==> src/inc/sideband_pkg.sv <==
// shared constants and types for the hub sideband pin logic
`default_nettype none
package sideband_pkg;
  // clock
  localparam int CLK_MHZ = 125;
  // remote wakeup pulse on the indicator pin
  localparam int WAKE_PULSE_US     = 10;
  localparam int WAKE_PULSE_CYCLES = WAKE_PULSE_US * CLK_MHZ;
  localparam int WAKE_CNT_W        = 11;
  // led timing
  localparam int              LED_TICK_US            = 1000;
  localparam int              LED_TICK_CYCLES        = LED_TICK_US * CLK_MHZ;
  localparam int              LED_PRESCALE_W         = 17;
  localparam int              LED_STEP_W             = 9;
  localparam logic [8:0]      LED_BLINK_BASE_TICKS   = 9'h020;
  localparam logic [8:0]      LED_BREATHE_BASE_TICKS = 9'h001;
  // register port
  localparam int              REG_ADDR_W    = 8;
  localparam logic [7:0]      CTRL_OFFSET   = 8'h00;
  localparam logic [7:0]      STATUS_OFFSET = 8'h04;
  localparam int              CTRL_WAKE_MODE_BIT   = 0;
  localparam int              CTRL_LED_EN_BIT      = 1;
  localparam int              CTRL_LED_BREATHE_BIT = 2;
  localparam int              CTRL_LED_RATE_LSB    = 3;
  localparam logic            WAKE_MODE_RESET      = 1'b0;
  localparam logic            LED_EN_RESET         = 1'b0;
  localparam logic            LED_BREATHE_RESET    = 1'b0;
  localparam logic [1:0]      LED_RATE_RESET       = 2'h0;
  localparam int              STAT_SELF_POWER_BIT  = 0;
  localparam int              STAT_VBUS_BIT        = 1;
  localparam int              STAT_STRAP_BIT       = 2;
  localparam int              STAT_IND_PIN_BIT     = 3;
  localparam int              STAT_SPEED_BIT       = 4;
  localparam int              STAT_WAKE_BUSY_BIT   = 5;
  // synchronised pins
  localparam int              PIN_W         = 4;
  localparam int              PIN_SELF_PWR  = 0;
  localparam int              PIN_VBUS      = 1;
  localparam int              PIN_STRAP     = 2;
  localparam int              PIN_IND       = 3;
  localparam logic [3:0]      PIN_RESET     = 4'h0;
  // indicator pin after reset: driven low, i.e. unconfigured
  localparam logic            IND_OE_N_RESET = 1'b0;
  typedef enum logic {WAKE_IDLE, WAKE_PULSE} wake_state_type;
endpackage
`default_nettype wire

==> src/verilog/led_pattern.sv <==
// general purpose led pattern generator: blink or breathe at four rates
`default_nettype none
module led_pattern
  import sideband_pkg::*;
#(
  parameter int TICK_CYCLES = LED_TICK_CYCLES
) (
  input  wire logic       clk_i,
  input  wire logic       rst_n_i,
  input  wire logic       enable_i,
  input  wire logic       breathe_i,
  input  wire logic [1:0] rate_i,
  output var  logic       led_o
);
  logic [LED_PRESCALE_W-1:0] presc;
  logic [LED_PRESCALE_W-1:0] next_presc;
  logic [LED_STEP_W-1:0]     step;
  logic [LED_STEP_W-1:0]     next_step;
  logic [LED_STEP_W-1:0]     limit;
  logic [7:0]                level;
  logic [7:0]                next_level;
  logic [7:0]                pwm;
  logic [7:0]                next_pwm;
  logic                      up;
  logic                      next_up;
  logic                      blink;
  logic                      next_blink;
  logic                      next_led;
  logic                      tick;
  logic                      step_due;

  always_comb begin
    tick       = presc == LED_PRESCALE_W'(TICK_CYCLES - 1);
    limit      = ((breathe_i ? LED_BREATHE_BASE_TICKS : LED_BLINK_BASE_TICKS) << rate_i) - 9'h001;
    step_due   = tick && (step == limit);
    next_presc = tick ? '0 : presc + 1'b1;
    next_step  = step_due ? '0 : (tick ? step + 1'b1 : step);
    next_pwm   = pwm + 8'h01;
    next_blink = blink ^ step_due;
    next_up    = up;
    next_level = level;
    if (step_due && breathe_i) begin
      if (up) begin
        next_level = level + 8'h01;
        next_up    = level != 8'hfe;
      end else begin
        next_level = level - 8'h01;
        next_up    = level == 8'h01;
      end
    end
    // breathe is pwm against a ramping level; pwm runs far above flicker rate
    next_led = breathe_i ? (pwm < level) : blink;
    if (!enable_i) begin
      // unused until enabled: pattern restarts from dark each time
      next_presc = '0;
      next_step  = '0;
      next_level = '0;
      next_up    = 1'b1;
      next_blink = 1'b0;
      next_led   = 1'b0;
    end
  end

  always_ff @(posedge clk_i) begin
    if (!rst_n_i) begin
      presc <= '0;
      step  <= '0;
      level <= '0;
      pwm   <= '0;
      up    <= 1'b1;
      blink <= 1'b0;
      led_o <= 1'b0;
    end else begin
      presc <= next_presc;
      step  <= next_step;
      level <= next_level;
      pwm   <= next_pwm;
      up    <= next_up;
      blink <= next_blink;
      led_o <= next_led;
    end
  end
endmodule
`default_nettype wire

==> src/verilog/hub_sideband_status_pins.sv <==
// hub sideband pins: reset, suspend/wake indicator, speed indicator, power detects, led
`default_nettype none
module hub_sideband_status_pins
  import sideband_pkg::*;
#(
  parameter int LED_TICK = LED_TICK_CYCLES
) (
  input  wire logic                  clk_i,
  input  wire logic                  rst_n_i,
  input  wire logic                  ext_reset_n_i,
  input  wire logic                  self_power_detect_i,
  input  wire logic                  upstream_power_detect_i,
  input  wire logic                  config_method_strap_hi_i,
  input  wire logic                  suspend_wake_indicator_i,
  input  wire logic                  hub_configured_i,
  input  wire logic                  hub_suspended_i,
  input  wire logic                  link_high_speed_i,
  input  wire logic                  remote_wake_event_i,
  input  wire logic [REG_ADDR_W-1:0] reg_addr_i,
  input  wire logic [31:0]           reg_wdata_i,
  input  wire logic                  reg_write_i,
  input  wire logic                  reg_read_i,
  output var  logic [31:0]           reg_rdata_o,
  output var  logic                  suspend_wake_indicator_o,
  output var  logic                  suspend_wake_indicator_oe_n_o,
  output var  logic                  upstream_speed_indicator_o,
  output var  logic                  general_led_out_o,
  output var  logic                  self_powered_o,
  output var  logic                  upstream_power_present_o,
  output var  logic                  reconnect_request_o,
  output var  logic                  core_reset_n_o
);
  logic                  rst_meta;
  logic                  rst_sync;
  logic                  core_rst_n;
  logic [PIN_W-1:0]      pin_meta;
  logic [PIN_W-1:0]      pin_sync;
  logic                  wake_mode;
  logic                  next_wake_mode;
  logic                  led_en;
  logic                  next_led_en;
  logic                  led_breathe;
  logic                  next_led_breathe;
  logic [1:0]            led_rate;
  logic [1:0]            next_led_rate;
  logic [31:0]           next_rdata;
  logic                  strap_valid;
  logic                  strap_latched;
  logic                  next_strap_latched;
  logic                  next_speed;
  logic                  hs_active;
  logic                  next_reconnect;
  wake_state_type        wake_state;
  wake_state_type        next_wake_state;
  logic [WAKE_CNT_W-1:0] wake_cnt;
  logic [WAKE_CNT_W-1:0] next_wake_cnt;
  logic                  next_oe_n;
  logic [1:0]            strap_wait;
  logic [1:0]            next_strap_wait;
  logic [WAKE_CNT_W-1:0] wake_low_run;
  logic [WAKE_CNT_W-1:0] next_wake_low_run;

  // reset pin: clears at once, releases through two flops so no output sees a runt edge
  always_ff @(posedge clk_i or negedge ext_reset_n_i) begin
    if (!ext_reset_n_i) begin
      rst_meta <= 1'b0;
      rst_sync <= 1'b0;
    end else begin
      rst_meta <= 1'b1;
      rst_sync <= rst_meta;
    end
  end

  always_ff @(posedge clk_i) begin
    core_rst_n     <= rst_n_i && rst_sync;
    core_reset_n_o <= rst_n_i && rst_sync;
  end

  // board pins are asynchronous; nothing reads pin_meta except pin_sync
  always_ff @(posedge clk_i) begin
    if (!core_rst_n) begin
      pin_meta <= PIN_RESET;
      pin_sync <= PIN_RESET;
    end else begin
      pin_meta <= {suspend_wake_indicator_i, config_method_strap_hi_i,
                   upstream_power_detect_i, self_power_detect_i};
      pin_sync <= pin_meta;
    end
  end

  // register port
  always_comb begin
    next_wake_mode   = wake_mode;
    next_led_en      = led_en;
    next_led_breathe = led_breathe;
    next_led_rate    = led_rate;
    next_rdata       = 32'h0000_0000;
    if (reg_write_i && reg_addr_i == CTRL_OFFSET) begin
      next_wake_mode   = reg_wdata_i[CTRL_WAKE_MODE_BIT];
      next_led_en      = reg_wdata_i[CTRL_LED_EN_BIT];
      next_led_breathe = reg_wdata_i[CTRL_LED_BREATHE_BIT];
      next_led_rate    = reg_wdata_i[CTRL_LED_RATE_LSB +: 2];
    end
    if (reg_read_i) begin
      if (reg_addr_i == CTRL_OFFSET) begin
        next_rdata[CTRL_WAKE_MODE_BIT]      = wake_mode;
        next_rdata[CTRL_LED_EN_BIT]         = led_en;
        next_rdata[CTRL_LED_BREATHE_BIT]    = led_breathe;
        next_rdata[CTRL_LED_RATE_LSB +: 2]  = led_rate;
      end else if (reg_addr_i == STATUS_OFFSET) begin
        next_rdata[STAT_SELF_POWER_BIT] = self_powered_o;
        next_rdata[STAT_VBUS_BIT]       = upstream_power_present_o;
        next_rdata[STAT_STRAP_BIT]      = strap_latched;
        next_rdata[STAT_IND_PIN_BIT]    = pin_sync[PIN_IND];
        next_rdata[STAT_SPEED_BIT]      = upstream_speed_indicator_o;
        next_rdata[STAT_WAKE_BUSY_BIT]  = wake_state == WAKE_PULSE;
      end
    end
  end

  always_ff @(posedge clk_i) begin
    if (!core_rst_n) begin
      wake_mode   <= WAKE_MODE_RESET;
      led_en      <= LED_EN_RESET;
      led_breathe <= LED_BREATHE_RESET;
      led_rate    <= LED_RATE_RESET;
      reg_rdata_o <= 32'h0000_0000;
    end else begin
      wake_mode   <= next_wake_mode;
      led_en      <= next_led_en;
      led_breathe <= next_led_breathe;
      led_rate    <= next_led_rate;
      reg_rdata_o <= next_rdata;
    end
  end

  // power detects and reconnect on a new rise of upstream power
  always_comb begin
    next_reconnect = pin_sync[PIN_VBUS] && !upstream_power_present_o;
  end

  always_ff @(posedge clk_i) begin
    if (!core_rst_n) begin
      self_powered_o           <= 1'b0;
      upstream_power_present_o <= 1'b0;
      reconnect_request_o      <= 1'b0;
    end else begin
      self_powered_o           <= pin_sync[PIN_SELF_PWR];
      upstream_power_present_o <= pin_sync[PIN_VBUS];
      reconnect_request_o      <= next_reconnect;
    end
  end

  // speed indicator; the strap is caught once, after release
  // pin_sync holds its reset value for two cycles after release, so capture waits for it to fill
  always_comb begin
    next_strap_wait    = {strap_wait[0], 1'b1};
    next_strap_latched = strap_valid ? strap_latched : pin_sync[PIN_STRAP];
    // with upstream power gone the link has dropped, so high speed is not claimed
    hs_active          = link_high_speed_i && upstream_power_present_o && strap_valid;
    next_speed         = strap_valid ? (hs_active ^ strap_latched) : 1'b0;
  end

  always_ff @(posedge clk_i) begin
    if (!core_rst_n) begin
      strap_wait                 <= 2'h0;
      strap_valid                <= 1'b0;
      strap_latched              <= 1'b0;
      upstream_speed_indicator_o <= 1'b0;
    end else begin
      strap_wait                 <= next_strap_wait;
      strap_valid                <= strap_wait[1];
      strap_latched              <= next_strap_latched;
      upstream_speed_indicator_o <= next_speed;
    end
  end

  // suspend / wake indicator, open drain: released reads high through the pull-up
  always_comb begin
    next_wake_state = wake_state;
    next_wake_cnt   = wake_cnt;
    unique case (wake_state)
      WAKE_IDLE: begin
        if (wake_mode && remote_wake_event_i) begin
          next_wake_state = WAKE_PULSE;
          next_wake_cnt   = '0;
        end
      end
      WAKE_PULSE: begin
        next_wake_cnt = wake_cnt + 1'b1;
        if (wake_cnt == WAKE_CNT_W'(WAKE_PULSE_CYCLES - 1)) begin
          next_wake_state = WAKE_IDLE;
        end
      end
    endcase
    if (wake_mode) begin
      next_oe_n = next_wake_state != WAKE_PULSE;
    end else begin
      next_oe_n = hub_configured_i && !hub_suspended_i;
    end
  end

  always_ff @(posedge clk_i) begin
    if (!core_rst_n) begin
      wake_state                    <= WAKE_IDLE;
      wake_cnt                      <= '0;
      suspend_wake_indicator_oe_n_o <= IND_OE_N_RESET;
      suspend_wake_indicator_o      <= 1'b0;
    end else begin
      wake_state                    <= next_wake_state;
      wake_cnt                      <= next_wake_cnt;
      suspend_wake_indicator_oe_n_o <= next_oe_n;
      suspend_wake_indicator_o      <= 1'b0;
    end
  end

  led_pattern #(
    .TICK_CYCLES (LED_TICK)
  ) led_gen (
    .clk_i     (clk_i),
    .rst_n_i   (core_rst_n),
    .enable_i  (led_en),
    .breathe_i (led_breathe),
    .rate_i    (led_rate),
    .led_o     (general_led_out_o)
  );

  // assertion helper: cycles the current wake pulse has held the pin low
  always_comb begin
    next_wake_low_run = (wake_state == WAKE_PULSE && !suspend_wake_indicator_oe_n_o) ? wake_low_run + 1'b1 : '0;
  end

  always_ff @(posedge clk_i) begin
    if (!core_rst_n) begin
      wake_low_run <= '0;
    end else begin
      wake_low_run <= next_wake_low_run;
    end
  end
endmodule
`default_nettype wire

==> config.mk <==
export PLATFORM = sky130hd
export DESIGN_NAME = hub_sideband_status_pins
export DESIGN_NICKNAME = d
export VERILOG_FILES = /design/src/inc/sideband_pkg.sv /design/src/verilog/led_pattern.sv /design/src/verilog/hub_sideband_status_pins.sv
export SDC_FILE = /design/constraint.sdc
export NUM_CORES = 1
export LEC_CHECK = 0
export ABC_AREA = 1
export BUFFER_PORTS_ARGS = -buffer_cell sky130_fd_sc_hd__buf_2
export CAP_MARGIN = 20
export CORE_ASPECT_RATIO = 1.75
export CORE_UTILIZATION = 36
export CTS_BUF_LIST = sky130_fd_sc_hd__clkbuf_4
export DETAILED_ROUTE_END_ITERATION = 6
export HOLD_SLACK_MARGIN = 0.05
export PLACE_DENSITY_LB_ADDON = 0.1
export SLEW_MARGIN = 10
export SYNTH_ARGS = -nofsm -noshare
export SYNTH_HDL_FRONTEND = slang
export SYNTH_SLANG_ARGS = --single-unit
==> constraint.sdc <==
create_clock -name clk_i -period 2.7 [get_ports clk_i]
set_clock_uncertainty 0.2 [all_clocks]
set_input_delay 0.81 -clock clk_i [delete_from_list [all_inputs] [get_ports clk_i]]
set_output_delay 0.81 -clock clk_i [all_outputs]
set_load 0.01 [all_outputs]
### Word level (Yosys, flattened, before mapping)

Index checks and enable logic that the tools add are counted.

| word-level totals | value |
|---|---|
| register bits | 114 |
| latch bits | 0 |
| memory bits (writable) | 0 |
| memory bits (read-only) | 0 |
| bits of input ports | 53 |
| output and inout bits | 40 |
| word-level logic and storage cells | 85 |
| memories kept | 0 |

| operators by class | value |
|---|---|
| $add $sub $neg | 7 |
| multiply operators | 0 |
| div/mod/pow operators | 0 |
| magnitude comparators | 1 |
| equal/unequal tests | 7 |
| shift operators | 1 |
| mux-type cells | 13 |
| bitwise gates (word level) | 8 |
| reduce and logical (&&, ||, !) cells | 18 |

Operators with widths:

| operator | number |
|---|---|
| 11-bit one-hot mux with 2 select lines | 1 |
| 17-bit by 1-bit adder with 17-bit output, second input constant | 1 |
| 17-bit == test, second input constant | 1 |
| 8-bit by 1-bit adder with 8-bit output, second input constant | 2 |
| 6-bit 2-to-1 mux | 2 |
| 11-bit by 1-bit adder with 11-bit output, second input constant | 1 |
| 11-bit == test, second input constant | 1 |
| 11-bit 2-to-1 mux | 1 |
| 9-bit by 1-bit adder with 9-bit output, second input constant | 1 |
| 9-bit == test | 1 |
| 1-bit logical AND | 9 |
| 9-bit by 2-bit left shift with 9-bit output | 1 |
| 9-bit by 1-bit subtractor with 9-bit output, second input constant | 1 |
| 8-bit by 1-bit == test with 1-bit output, second input constant | 1 |
| 8-bit by 3-bit == test with 1-bit output, second input constant | 1 |
| 8-bit logical NOT | 1 |
| 8-bit less-than comparator | 1 |
| 8-bit 2-to-1 mux | 1 |
| 8-bit inequality test, second input constant | 1 |
| 8-bit by 1-bit subtractor with 8-bit output, second input constant | 1 |
| 1-bit 2-to-1 mux | 6 |
| 1-bit inverter | 6 |
| 2-bit AND reduction | 3 |
| 3-bit OR reduction | 2 |
| 6 further kinds | 8 |

### Logic depth before layout (Yosys ltp)

| depth | value |
|---|---|
| word-level depth | 6 |
| depth in mapped cells | 19 |
| gate-level depth less buffers | 16 |

### By module

From an unflattened synthesis, not the netlist that was laid out.

| second synthesis, totals | value |
|---|---|
| cell total of the unflattened synthesis | 634 |
| area total of the unflattened synthesis | 4561.9 um^2 |

By module, submodules not included:

| module | times used | cells each | area an instance (um^2) | sequential area each (um^2) |
|---|---|---|---|---|
| led_pattern | 1 | 403 | 2716.4 | 900.9 |
| hub_sideband_status_pins | 1 | 231 | 1845.5 | 870.8 |

### Worst setup path after synthesis

No wires, ideal clock.

| timing | value |
|---|---|
| kind | reg-to-reg |
| start | register led_breathe |
| end | register led_gen.level[6] |
| setup time | 110 ps |
| arrival time | 2187 ps |
| required time | 2390 ps |
| setup slack | 202 ps |
| cell stages (with the launch flop) | 19 |
| path buffers | 4 |
| clock period less this slack | 2498 ps |
| cell sequence | dfxtp_1 buf_6 buf_12 clkbuf_1 nand3_1 ha_1 inv_2 nand2_1 nand2_1 nor2_1 nor2_1 nand2_1 nor2_2 nand2_2 nor2_4 buf_6 nand4_1 nand2_1 nor2_2 |

| between the ends | value |
|---|---|
| cells in the longest elaborated chain, start to end | 6 |

RTL lines:

| item | line | RTL |
|---|---|---|
| start, declared | hub_sideband_status_pins.sv:42 | `logic led_breathe;` |
| start signal, assigned | hub_sideband_status_pins.sv:131 | `led_breathe <= next_led_breathe;` |
| 6-bit 2-to-1 mux | led_pattern.sv:34 | `limit = ((breathe_i ? LED_BREATHE_BASE_TICKS : LED_BLINK_BASE_TICKS) << rate_i) - 9'h001;` |
| 9-bit by 2-bit left shift with 9-bit output | led_pattern.sv:34 |  |
| 9-bit by 1-bit subtractor with 9-bit output | led_pattern.sv:34 |  |
| 9-bit == test | led_pattern.sv:35 | `step_due = tick && (step == limit);` |
| 1-bit logical AND | led_pattern.sv:35 |  |
| 1-bit logical AND (*) | led_pattern.sv:42 | `if (step_due && breathe_i) begin` |
| end signal, assigned | led_pattern.sv:76 | `level <= next_level;` |
| end, declared | led_pattern.sv:20 | `logic [7:0] level;` |

Every way passes the cells marked *; elsewhere a longest branch is shown, timed or not.
A chain may end at the register's enable or synchronous reset.

### Worst setup path after layout

| timing | value |
|---|---|
| start | register led_breathe |
| end | register led_gen.level[5] |

Same word-level chain as after synthesis.

==> flow_summary_export.csv <==
group,metric,value,unit
outcome,status,"finished clean",
finish,layout-drive-gt1-share,12.9,%
worst_setup_path,worstSetupStartpointType,"flop",
finish,seq_area,1770,um2
sta,final-max-slew-violation-count,0,
power,p_per_area,405,nW/um2
clock_tree,cts-buffers-inserted,9,
clock_tree,tritoncts_num_sinks,88,
logic_synthesis,synth_area_leader_cell,"sky130_fd_sc_hd__dfxtp_1",
global_route,number_of_global_route_vias_before_repair,3915,
clock_tree,worstSkewPairLatency,460,ps
worst_setup_path,path_max_fanout,21,
logic_synthesis,yosys.cell_types.count,41,
worst_setup_path,critical_path_required,2900,ps
clock_tree,clkTransAtPathRegs,130,ps
routing,drt-pass1-iter-count,4,
floorplanning,start_util,37.0,%
worst_setup_path,critical_path_arrival,2600,ps
sta,timing.final.crit_period,2400,ps
routing,vias_per_cell,4.60,
power,ir_drop,0.000221,V
logic_synthesis,synthDominantCellAreaShare,37.0,%
sta,slew_headroom,66.6,%
floorplanning,die_area,13400,um2
hold_path,timing.hold.worst.class,"flop to flop",
logic_synthesis,syn_area_per_cell,7.04,um2
sta,clock.fmax,0.417,GHz
finish,areaGrowthSynthToFinish,8.55,%
logic_synthesis,synth_edf_count,0,
global_route,grt_antenna_before_repair,1,
sta,hold_viol_final,0,
worst_setup_path,critical-path-top-delay-family,"simple AND/OR/NAND/NOR gates",
place,post-place-ws,192,ps
sta,ratio_of_final_minimum_period_to_clock_period,88.9,%
place,port_buffers,38,
global_route,largest_net_degree_at_the_start_of_global_routing,22,
clock_tree,cts_root_buf,"sky130_fd_sc_hd__clkbuf_4",
worst_setup_path,cp_cell_sequence,"buf_4, inv_2, nand3_1, nand2_1, nand2_1, nand3_1, nor2_1, nand2_2, nor2_4, buf_4, nand3_1, nand2_1, inv_1, nor2_1",
flow_run,drv_cap,0,
sta,setup_total_neg_slack,0,ps
sta,setup_repair_after_global_routing_missed_its_margin,"false",
worst_setup_path,setup.worst_path.start,"led_breathe",
routing,post_drt_wl_per_cell,11.8,um
worst_setup_path,crit_path_end_kind,"flop",
worst_setup_path,critPathKind,"flop to flop",
worst_setup_path,crit_buf_inv,4,
routing,postRouteAntennaNets,0,
sta,finalSetupViolations,0,
finish,final_net_count,777,
floorplanning,die_width,88.0,um
place,gp_congestion,0.816,
worst_setup_path,cpMaxStageDelayCell,"sky130_fd_sc_hd__dfxtp_1",
clock_tree,post-cts-setup-buffer-count,0,
logic_synthesis,synth_most_common_cell,"sky130_fd_sc_hd__nand2_1",
clock_tree,cts_tree,"built",
clock_tree,cts-root-to-sink-buffers,2,
floorplanning,die_y,152,um
logic_synthesis,synth_seq_cells,88,
hold_path,holdCritStartpoint,"rst_meta",
global_route,grt_overflow,0,
logic_synthesis,ys_seq_area_share,38.1,%
floorplanning,fp.coreArea,12600,um2
routing,remaining_drc_errors,0,
place,post-dp-hpwl,7.95,mm
routing,postRouteWirelength,10.4,mm
logic_synthesis,netlist_top_cells_area,"sky130_fd_sc_hd__dfxtp_1 (37%), sky130_fd_sc_hd__nand2_1 (12%), sky130_fd_sc_hd__inv_1 (7.7%)",
floorplanning,num_rows,54,
worst_setup_path,worst_r2r_startpoint,"led_breathe",
global_route,global_route.usage.total,16.8,%
finish,fill_cells,1403,
routing,initial_drc_count,182,
logic_synthesis,yosysWarnings,0,
finish,multi_input_comb_area,2300,um2
logic_synthesis,post_synth_inst_count,661,
clock_tree,h-tree-depth,3,
sta,post-route-worst-setup-slack,300,ps
sta,tightestPinTransition,501,ps
logic_synthesis,synthesis.area,4660,um2
power,leakage_power_total,0.00212,uW
global_route,global_route_wire_length_before_repair,17.6,mm
worst_setup_path,delay_of_the_slowest_cell_on_the_worst_path,440,ps
logic_synthesis,synth-main-ff-cell,"sky130_fd_sc_hd__dfxtp_1",
logic_synthesis,async_flop_share,2.27,%
logic_synthesis,synth.top_cells.by_count,"sky130_fd_sc_hd__nand2_1 (151), sky130_fd_sc_hd__inv_1 (95), sky130_fd_sc_hd__dfxtp_1 (86)",
floorplanning,design.portCount,93,
routing,num_vias,4057,
## sequential cells by signal, indices dropped and copies added (netlist names), 2 cells and up
name           count
led_gen.presc     17
led_gen.step       9
reg_rdata_o        6
led_gen.pwm        8
wake_cnt          11
pin_sync           4
strap_wait         2
led_rate           2
pin_meta           4
led_gen.level      8
## repair_timing
action / CTS / global route
gates resized for setup: 0 / 1
hold endpoints to repair: 2 / 0
hold buffers: 1 / 0
endpoints found under the setup margin: 0 / 15
## metrics by stage
step / hold WS (ps) / power [uW] / utilization [%] / std cells / area, um2
after floorplan: 131 / 1410 / - / 687 / 4750
after global placement: 142 / 1410 / 39.2 / 863 / 4930
after detailed placement: 146 / 1410 / 39.2 / 863 / 4930
after CTS: 177 / 2090 / 40.2 / 880 / 5050
after global routing: 180 / 2150 / 40.2 / 881 / 5050
final: 171 / 2050 / 40.2 / 881 / 5050
## area by class of cell
type                    count  share of cell area [%]
clock buffers              10                    1.49
multi-input cells         457                    45.6
flip-flops and latches     88                    35.1
diodes                      1                  0.0495
inverters                 103                    7.65
clock inverters             6                   0.718
well taps                 168                    4.16
repair buffers             48                    5.30
## cell usage in the layout (no fill, tap or decap), drive strengths merged
cell type / Yosys / final
nand3: 38 / 38
nor3: 16 / 16
o21a: 2 / 2
a211oi: 2 / 2
a22oi: 1 / 1
buf: 34 / 47
diode: 0 / 1
nor2: 82 / 82
o22ai: 3 / 3
or2: 1 / 1
nor4b: 1 / 1
xor2: 8 / 8
dlygate4sd3: 0 / 1
a21oi: 37 / 37
clkbuf: 5 / 10
dfxtp: 86 / 86
conb: 2 / 28
a31oi: 4 / 4
nor4: 3 / 3
xnor2: 4 / 4
and3: 1 / 1
o211ai: 2 / 2
o31ai: 1 / 1
nand4: 18 / 18
nand2: 157 / 157
dfrtp: 2 / 2
ha: 17 / 17
inv: 101 / 101
o21ai: 30 / 30
clkinvlp: 0 / 2
o41ai: 1 / 1
clkinv: 2 / 6
## metal layers
layer	share of wire, %	wire (um)	up-vias	track usage, %
met5	0	0	-	0
met4	2.3	242	0	6.87
met3	3.1	325	15	3.68
met2	52	5430	58	30.0
met1	42	4380	1845	18.6
li1	-	-	2139	-
## worst paths after layout
| path | cells past startpoint | endpoint | slack [ps] |
|---|---|---|---|
| setup / recovery | 14 | led_gen.level[5] | 300 |
| hold / removal | 0 | rst_sync | 170 |
| setup reg to reg | 14 | led_gen.level[5] | 300 |
| hold reg to reg | 0 | rst_sync | 170 |
| max in group asynchronous | 2 | rst_meta | 1750 |
| min in group asynchronous | 2 | rst_sync | 460 |
## kinds of logic (layout without fill, tap and decap cells)
kind of cell	Yosys count	after routing	synth area share (%)
adder cells (fa/ha/maj)	17	17	4.57
flip-flops	88	88	38.1
XOR/XNOR	12	12	2.26
AND/OR/NAND/NOR	317	317	30.7
AO/OA/AOI/OAI	83	83	9.70
buffers and inverters	142	167	14.6
other	2	29	0.161
## report_power, final
part           switching, uW  internal, uW  leakage (uW)
registers               3.76          1310      0.000718
clock network            471           194     0.0000575
logic                   45.7          23.9       0.00135
No activity file was read; power rests on OpenSTA's default activity.
